**src/verilog/prc_regs.vh**
```
`ifndef PRC_REGS_VH
`define PRC_REGS_VH

// Summary of operation
// [RULE1] Bits 0 and 1 hold serial ports 0 and 1 in reset at 0, release them at 1, reset to 1.
// [RULE2] Bit 2 holds the shared baud fractional generator in reset at 0 and runs it at 1.
// [RULE3] Bits 3, 4 and 5 hold USARTs A, B and C in reset at 0 and release them at 1.
// [RULE4] Bit 6 resets the I2C controller and bit 7 the multi-rate timer while 0.
// [RULE5] Bit 8 resets the state timer and bit 9 the wake-up timer while 0.
// [RULE6] Bit 10 at 0 holds GPIO and its pin-interrupt logic in reset, and 1 frees both.
// [RULE7] Bit 11 resets the flash controller and bit 12 the comparator logic while 0.
// [RULE8] PLL control bits 4:0 give a feedback ratio M of field plus one, 1 to 32.
// [RULE9] PLL control bits 6:5 give P of 1, 2, 4 or 8 and an applied post ratio of 2P.
// [RULE10] Software never writes ones into PLL control bits 31:7.
// [RULE11] Software keeps the resulting PLL output frequency below 100 MHz.
// [RULE12] The PLL status word is read-only, bit 0 shows lock, and it resets to 0.
// [RULE13] Every assigned peripheral reset bit is active low: 0 resets, 1 runs.
// [RULE14] The raw lock level passes a two-stage synchroniser before the status bit.
// [RULE15] Reserved bits ignore writes and read as zero.

// Register byte addresses
`define PRC_ADDR_PRESET 32'h40048004
`define PRC_ADDR_PLLCTRL 32'h40048008
`define PRC_ADDR_PLLSTAT 32'h4004800c

// Peripheral reset word
`define PRC_PRESET_W 13
`define PRC_PRESET_RST 13'h1fff
`define PRC_SPI0_BIT 0
`define PRC_SPI1_BIT 1
`define PRC_FRG_BIT 2
`define PRC_USARTA_BIT 3
`define PRC_USARTB_BIT 4
`define PRC_USARTC_BIT 5
`define PRC_I2C_BIT 6
`define PRC_MTMR_BIT 7
`define PRC_STMR_BIT 8
`define PRC_WAKE_BIT 9
`define PRC_GPIO_BIT 10
`define PRC_FLASH_BIT 11
`define PRC_ACMP_BIT 12

// PLL control word
`define PRC_FBDIV_MSB 4
`define PRC_FBDIV_LSB 0
`define PRC_FBDIV_RST 5'h00
`define PRC_PSEL_MSB 6
`define PRC_PSEL_LSB 5
`define PRC_PSEL_RST 2'h0

// PLL status word
`define PRC_LOCK_BIT 0
`define PRC_LOCK_RST 1'h0

`endif

```
**src/verilog/prc_sync2.v**
```verilog
`timescale 1ns/100ps
`default_nettype none

module prc_sync2 (
    input wire sys_clk,
    input wire srst,
    input wire asyncIn,
    output reg syncOut
);

    reg stage1;

    // Stage one feeds stage two only, to keep metastability contained
    always @(posedge sys_clk) begin
        if (srst) begin
            stage1 <= 1'b0;
            syncOut <= 1'b0;
        end else begin
            stage1 <= asyncIn;
            syncOut <= stage1;
        end
    end

endmodule

`default_nettype wire

```
**src/verilog/prc_pll_decode.v**
```verilog
`timescale 1ns/100ps
`default_nettype none

module prc_pll_decode (
    input wire [4:0] feedbackDivSel,
    input wire [1:0] postDivSel,
    output wire [5:0] feedbackRatio,
    output wire [4:0] postDivRatio
);

    // Applied post ratio is 2P with P = 1, 2, 4, 8
    function [4:0] postRatio;
        input [1:0] sel;
        begin
            case (sel)
                2'h0: postRatio = 5'h02;
                2'h1: postRatio = 5'h04;
                2'h2: postRatio = 5'h08;
                default: postRatio = 5'h10;
            endcase
        end
    endfunction

    assign feedbackRatio = {1'b0, feedbackDivSel} + 6'h01; // [RULE8]
    assign postDivRatio = postRatio(postDivSel); // [RULE9]

endmodule

`default_nettype wire

```
**src/verilog/prc_top.v**
```verilog
`timescale 1ns/100ps
`default_nettype none
`include "prc_regs.vh"

module prc_top (
    input wire sys_clk,
    input wire srst,

    input wire [31:0] busAddr,
    input wire [31:0] busWrData,
    input wire busWr,
    input wire busRd,
    output reg [31:0] busRdData,

    input wire pllLockRaw,

    output reg serialPort0ResetN,
    output reg serialPort1ResetN,
    output reg baudFracGenResetN,
    output reg usartAResetN,
    output reg usartBResetN,
    output reg usartCResetN,
    output reg i2cResetN,
    output reg multirateTimerResetN,
    output reg stateTimerResetN,
    output reg wakeTimerResetN,
    output reg gpioResetN,
    output reg pinIntResetN,
    output reg flashCtrlResetN,
    output reg comparatorResetN,

    output reg [4:0] feedbackDivSel,
    output reg [1:0] postDivSel,
    output reg [5:0] feedbackRatio,
    output reg [4:0] postDivRatio,
    output reg pllConfigUpdate,
    output reg pllLockChange
);

    ////////////////////////////////////////////////////////////////////////

    wire wrPreset;
    wire wrPllCtrl;
    wire lockSync;
    wire [5:0] next_feedbackRatio;
    wire [4:0] next_postDivRatio;
    reg pllLocked;
    reg wrPllCtrlDly;
    reg [31:0] next_busRdData;

    // Address match on the full byte address
    function hit;
        input [31:0] addr;
        input [31:0] target;
        begin
            hit = (addr == target);
        end
    endfunction

    assign wrPreset = busWr & hit(busAddr, `PRC_ADDR_PRESET);
    assign wrPllCtrl = busWr & hit(busAddr, `PRC_ADDR_PLLCTRL);

    ////////////////////////////////////////////////////////////////////////
    // Peripheral reset word

    // Each output is its own storage bit, so a write reaches the
    // peripheral on the next edge with no extra pipeline stage.
    always @(posedge sys_clk) begin
        if (srst) begin
            serialPort0ResetN <= 1'b1; // [RULE1]
            serialPort1ResetN <= 1'b1; // [RULE1]
            baudFracGenResetN <= 1'b1;
            usartAResetN <= 1'b1;
            usartBResetN <= 1'b1;
            usartCResetN <= 1'b1;
            i2cResetN <= 1'b1;
            multirateTimerResetN <= 1'b1;
            stateTimerResetN <= 1'b1;
            wakeTimerResetN <= 1'b1;
            gpioResetN <= 1'b1;
            pinIntResetN <= 1'b1;
            flashCtrlResetN <= 1'b1;
            comparatorResetN <= 1'b1;
        end else if (wrPreset) begin
            // A 0 asserts the peripheral reset, a 1 clears it
            serialPort0ResetN <= busWrData[`PRC_SPI0_BIT]; // [RULE1] [RULE13]
            serialPort1ResetN <= busWrData[`PRC_SPI1_BIT]; // [RULE1] [RULE13]

            baudFracGenResetN <= busWrData[`PRC_FRG_BIT]; // [RULE2] [RULE13]

            usartAResetN <= busWrData[`PRC_USARTA_BIT]; // [RULE3]
            usartBResetN <= busWrData[`PRC_USARTB_BIT]; // [RULE3]
            usartCResetN <= busWrData[`PRC_USARTC_BIT]; // [RULE3]

            i2cResetN <= busWrData[`PRC_I2C_BIT]; // [RULE4]
            multirateTimerResetN <= busWrData[`PRC_MTMR_BIT]; // [RULE4]

            stateTimerResetN <= busWrData[`PRC_STMR_BIT]; // [RULE5]
            wakeTimerResetN <= busWrData[`PRC_WAKE_BIT]; // [RULE5]

            // One bit drives both GPIO and pin-interrupt resets
            gpioResetN <= busWrData[`PRC_GPIO_BIT]; // [RULE6]
            pinIntResetN <= busWrData[`PRC_GPIO_BIT]; // [RULE6]

            flashCtrlResetN <= busWrData[`PRC_FLASH_BIT]; // [RULE7]
            comparatorResetN <= busWrData[`PRC_ACMP_BIT]; // [RULE7]
            // Bits 31:13 are not stored // [RULE15]
        end
    end

    ////////////////////////////////////////////////////////////////////////
    // PLL control word

    // Only bits 6:0 are stored; ones in 31:7 from software are dropped
    // rather than trusted, since the PLL has no use for them.
    always @(posedge sys_clk) begin
        if (srst) begin
            feedbackDivSel <= `PRC_FBDIV_RST;
            postDivSel <= `PRC_PSEL_RST;
        end else if (wrPllCtrl) begin
            feedbackDivSel <= busWrData[`PRC_FBDIV_MSB:`PRC_FBDIV_LSB]; // [RULE8] [RULE10]
            postDivSel <= busWrData[`PRC_PSEL_MSB:`PRC_PSEL_LSB]; // [RULE9] [RULE10]
        end
    end

    prc_pll_decode u_decode (
        .feedbackDivSel(feedbackDivSel),
        .postDivSel(postDivSel),
        .feedbackRatio(next_feedbackRatio),
        .postDivRatio(next_postDivRatio)
    );

    // Ratios are registered so the PLL sees glitch-free divider values;
    // they trail the select fields by one cycle.
    always @(posedge sys_clk) begin
        if (srst) begin
            feedbackRatio <= 6'h01;
            postDivRatio <= 5'h02;
        end else begin
            feedbackRatio <= next_feedbackRatio; // [RULE8]
            postDivRatio <= next_postDivRatio; // [RULE9]
        end
    end

    // Tells the PLL that new ratios stand, in the cycle they first appear
    always @(posedge sys_clk) begin
        if (srst) begin
            pllConfigUpdate <= 1'b0;
        end else begin
            pllConfigUpdate <= wrPllCtrlDly;
        end
    end

    always @(posedge sys_clk) begin
        if (srst) begin
            wrPllCtrlDly <= 1'b0;
        end else begin
            wrPllCtrlDly <= wrPllCtrl;
        end
    end

    ////////////////////////////////////////////////////////////////////////
    // PLL lock status

    // The lock level comes from the analog PLL with no relation to
    // sys_clk, so it is synchronised before anything looks at it.
    prc_sync2 u_lockSync (
        .sys_clk(sys_clk),
        .srst(srst),
        .asyncIn(pllLockRaw),
        .syncOut(lockSync)
    ); // [RULE14]

    always @(posedge sys_clk) begin
        if (srst) begin
            pllLocked <= `PRC_LOCK_RST; // [RULE12]
            pllLockChange <= 1'b0;
        end else begin
            pllLocked <= lockSync; // [RULE14]
            pllLockChange <= pllLocked ^ lockSync;
        end
    end

    // No write path exists for the status word // [RULE12]

    ////////////////////////////////////////////////////////////////////////
    // Read path

    always @* begin
        next_busRdData = 32'h00000000;
        case (busAddr)
            `PRC_ADDR_PRESET: begin
                next_busRdData[`PRC_SPI0_BIT] = serialPort0ResetN;
                next_busRdData[`PRC_SPI1_BIT] = serialPort1ResetN;
                next_busRdData[`PRC_FRG_BIT] = baudFracGenResetN;
                next_busRdData[`PRC_USARTA_BIT] = usartAResetN;
                next_busRdData[`PRC_USARTB_BIT] = usartBResetN;
                next_busRdData[`PRC_USARTC_BIT] = usartCResetN;
                next_busRdData[`PRC_I2C_BIT] = i2cResetN;
                next_busRdData[`PRC_MTMR_BIT] = multirateTimerResetN;
                next_busRdData[`PRC_STMR_BIT] = stateTimerResetN;
                next_busRdData[`PRC_WAKE_BIT] = wakeTimerResetN;
                next_busRdData[`PRC_GPIO_BIT] = gpioResetN;
                next_busRdData[`PRC_FLASH_BIT] = flashCtrlResetN;
                next_busRdData[`PRC_ACMP_BIT] = comparatorResetN;
            end
            `PRC_ADDR_PLLCTRL: begin
                next_busRdData[`PRC_FBDIV_MSB:`PRC_FBDIV_LSB] = feedbackDivSel;
                next_busRdData[`PRC_PSEL_MSB:`PRC_PSEL_LSB] = postDivSel;
            end
            `PRC_ADDR_PLLSTAT: begin
                next_busRdData[`PRC_LOCK_BIT] = pllLocked; // [RULE12]
            end
            default: begin
                next_busRdData = 32'h00000000;
            end
        endcase
    end

    // Data stand for one cycle after the strobe, zero otherwise, so
    // unmapped addresses and reserved bits all read as zero.
    always @(posedge sys_clk) begin
        if (srst) begin
            busRdData <= 32'h00000000;
        end else if (busRd) begin
            busRdData <= next_busRdData; // [RULE15]
        end else begin
            busRdData <= 32'h00000000;
        end
    end

endmodule

`default_nettype wire

```
**config.mk**
```make
export PLATFORM = sky130hd
export DESIGN_NAME = prc_top
export DESIGN_NICKNAME = d
export VERILOG_FILES = /design/src/verilog/prc_sync2.v /design/src/verilog/prc_pll_decode.v /design/src/verilog/prc_top.v
export VERILOG_INCLUDE_DIRS = /design/src /design/src/verilog
export SDC_FILE = /design/constraint.sdc
export NUM_CORES = 1
export LEC_CHECK = 0
export BUFFER_PORTS_ARGS = -buffer_cell sky130_fd_sc_hd__buf_4
export CORE_UTILIZATION = 30
export CTS_BUF_LIST = sky130_fd_sc_hd__clkbuf_8
export CTS_CLUSTER_DIAMETER = 50
export DETAILED_ROUTE_END_ITERATION = 8
export SETUP_SLACK_MARGIN = 0.2
export SKIP_LAST_GASP = 1
export SLEW_MARGIN = 5
export SYNTH_ARGS = -nofsm -noshare
export SYNTH_HDL_FRONTEND = slang
export SYNTH_SLANG_ARGS = --single-unit
```
**constraint.sdc**
```tcl
create_clock -name sys_clk -period 4.3 [get_ports sys_clk]
set_input_delay 0.43 -clock sys_clk [delete_from_list [all_inputs] [get_ports sys_clk]]
set_output_delay 0.43 -clock sys_clk [all_outputs]
set_load 0.01 [all_outputs]
```
==> run metrics <==
outcome=complete, no violations; Slew @ Worst Pin=0.773 ns; Slew Limit Fails=0; Critical Setup Path Class=in2reg; cell with the largest stage delay on the worst path=nor4_4; Final Hold Viols=0; warnings from Yosys=0; vias in the first global route=1599; Final ANT Viol Nets=0; Slew HR=48.1%; PortBufs=95; Die ar.=7430 sq um; grt ovf=0; Mapped Area=2130 sq um; most common cell after layout, fill and taps aside=buf_4; post-DR vias/cell=4.31; CTS Sinks=49; IO Count=135; WP data arrival=2.05 ns; CP startpoint kind=input port; maximum vdd ir drop=0.122 mV; first-pass GRT wire length=7380 microns; Leak=0.00138 uW; distinct cell type count after synthesis=31; DRC Markers=0; hold path depth=2; dpl hpwl=3530 microns; unrepaired setup endpoints after global routing=no; DR pass1 iterations=4; clock network latency to the later pin of the worst-skew pair=0.29 ns; share of cells above drive strength 1=37.6%; final setup TNS=0 ns; # resized after CTS=0; Max Buffers Root-to-Sink=2; commonest cells after routing, fill and taps aside=buf_4 (96), dfxtp_1 (49), nor2_1 (42); Non-Filler Instances=399; worst path cell trace=buf_4 > nor4b_2 > nand4_2 > nor4_4 > mux2i_1; CP Capture Type=flop; DRT Wirelength=4620 microns; Num CTS Buffers=5; chip width=86.2 microns; crit share post-route=42.5%; largest net degree at the start of global routing=54; Syn Area/Cell=10.0 sq um; cts-stage hold buffer count=0; Pwr Density=296 nW/um^2; CP Max Fanout=7; Core Box Area=6830 sq um; GR Util All Layers=12.6%; CP delay by family, top=simple AND/OR/NAND/NOR gates; Hold Path End=u_lockSync.stage1; Post-Syn Instances=212; Root Buffer=clkbuf_8; FF-to-FF Start=feedbackDivSel[1]; FF+latch count, synth=49; postcts setup bufs=0; FMAX=0.548 GHz; Setup violations, final=0; Cell Rows=30; R2R Path End=feedbackRatio[4]; routed vias=1718; R2R setup slack=3.16 ns; GPL Wtd Cong=0.713; Fill cells=686; Chip Height=86.2 microns; CTS tree=done; initial core utilization=31.1%; Layout area overhead=37.8%; CP required=4.52 ns; CP peak stage delay=0.70 ns; Seq/Total Area, Yosys=46.1%; HP Start=pllLockRaw; max-cap viol count=0; initial drt markers=37; Clock Pin Slew Worst Setup and Hold Paths=0.08 ns; min Tclk post-route=1.83 ns; Core Util, Final=42.9%; initial antenna violation count=0; Ant. Diodes=0; reg2reg path depth=4; Layout Nets=372; CP bufs+invs=1; clk_skew=0.00305 ns; Routed WL per cell=11.6 microns; number of H-tree levels=2; worst hold path class=in2reg; Post-Place Cells=391
==> area by class of cell <==
| cell class | instances | area, sq um | area share (%) |
|---|---|---|---|
| Clock buffer | 6 | 82.6 | 2.82 |
| Inverter | 3 | 11.3 | 0.384 |
| Sequential cell | 49 | 981 | 33.5 |
| Timing Repair Buffer | 96 | 721 | 24.6 |
| Tap cell | 96 | 120 | 4.10 |
| Clock inverter | 2 | 33.8 | 1.15 |
| Multi-Input combinational cell | 147 | 982 | 33.5 |
==> cell families (layout without fill, tap and decap cells) <==
family | count (synthesis) | after routing | share of synthesized area, %
multiplexers | 21 | 21 | 9.94
XOR/XNOR | 4 | 4 | 1.65
other | 1 | 20 | 0.176
flip-flops | 49 | 49 | 46.1
AND/OR/NAND/NOR | 93 | 93 | 27.6
buffers and inverters | 35 | 107 | 11.1
adder cells (fa/ha/maj) | 1 | 1 | 0.588
AO/OA/AOI/OAI | 8 | 8 | 2.82
==> power breakdown <==
part	switching (uW)	internal [uW]
Combinational	38.1	41.8
Clock	145	187
Sequential	0.555	455
==> worst max path at each step <==
stage,startpoint,end,slack (ns),cells past startpoint
after global placement,busAddr[5],wakeTimerResetN,2.12,5
after global routing,busAddr[26],feedbackDivSel[0],2.38,5
after floorplan,busAddr[5],baudFracGenResetN,2.57,6
final,busAddr[21],feedbackDivSel[0],2.47,5
after detailed placement,busAddr[5],wakeTimerResetN,2.12,5
after CTS,busAddr[5],serialPort0ResetN,2.44,5
==> sequential cells by signal, summed over array words and instances, names as in the netlist, 2 cells and up <==
register and flops:
busRdData 13, feedbackRatio 6, postDivSel 2, feedbackDivSel 5
postDivRatio 4
==> worst reg2reg max path: stages, from the launching register on <==
cell,delay (ns)
dfxtp_1,0.48
ha_1,0.24
nand3_1,0.10
xor2_1,0.15
nor2_1,0.05
==> metrics by stage <==
stage	hold slack, ns	total power [uW]	cell area, sq um	setup WS [ns]
finish	0.353	867	2930	2.47
global placement	0.417	545	2820	2.12
global route	0.370	903	2930	2.38
CTS	0.339	880	2930	2.44
detailed placement	0.428	547	2820	2.12
floorplan	0.414	513	2200	2.57
==> Yosys cell counts (all sizes together) <==
cell	instances	area share, %
and3	6	1.8
or3b	1	0.41
nand4	5	1.8
nor4b	3	2.5
a22oi	7	2.5
buf	24	9.1
nor3b	1	0.35
dfxtp	49	46
nor2	42	7.4
inv	3	0.53
nor2b	7	2.1
nor4	9	5.6
nand3	2	0.47
mux2i	20	9.4
o21bai	1	0.35
nor4bb	1	0.47
ha	1	0.59
xnor2	2	0.82
nand2b	15	4.4
clkbuf	8	1.4
mux2	1	0.53
conb	1	0.18
xor2	2	0.82
or4	1	0.35
==> routing by layer <==
metal  global-route usage, %  vias to the layer above  part of all wire (%)
met4                    2.73                        0                  0.56
met3                    3.33                        4                   8.9
li1                        -                      854                     -
met5                       0                        -                     0
met2                    22.5                       84                    48
met1                    15.1                      776                    43
Power figures use the tool's default switching activity.
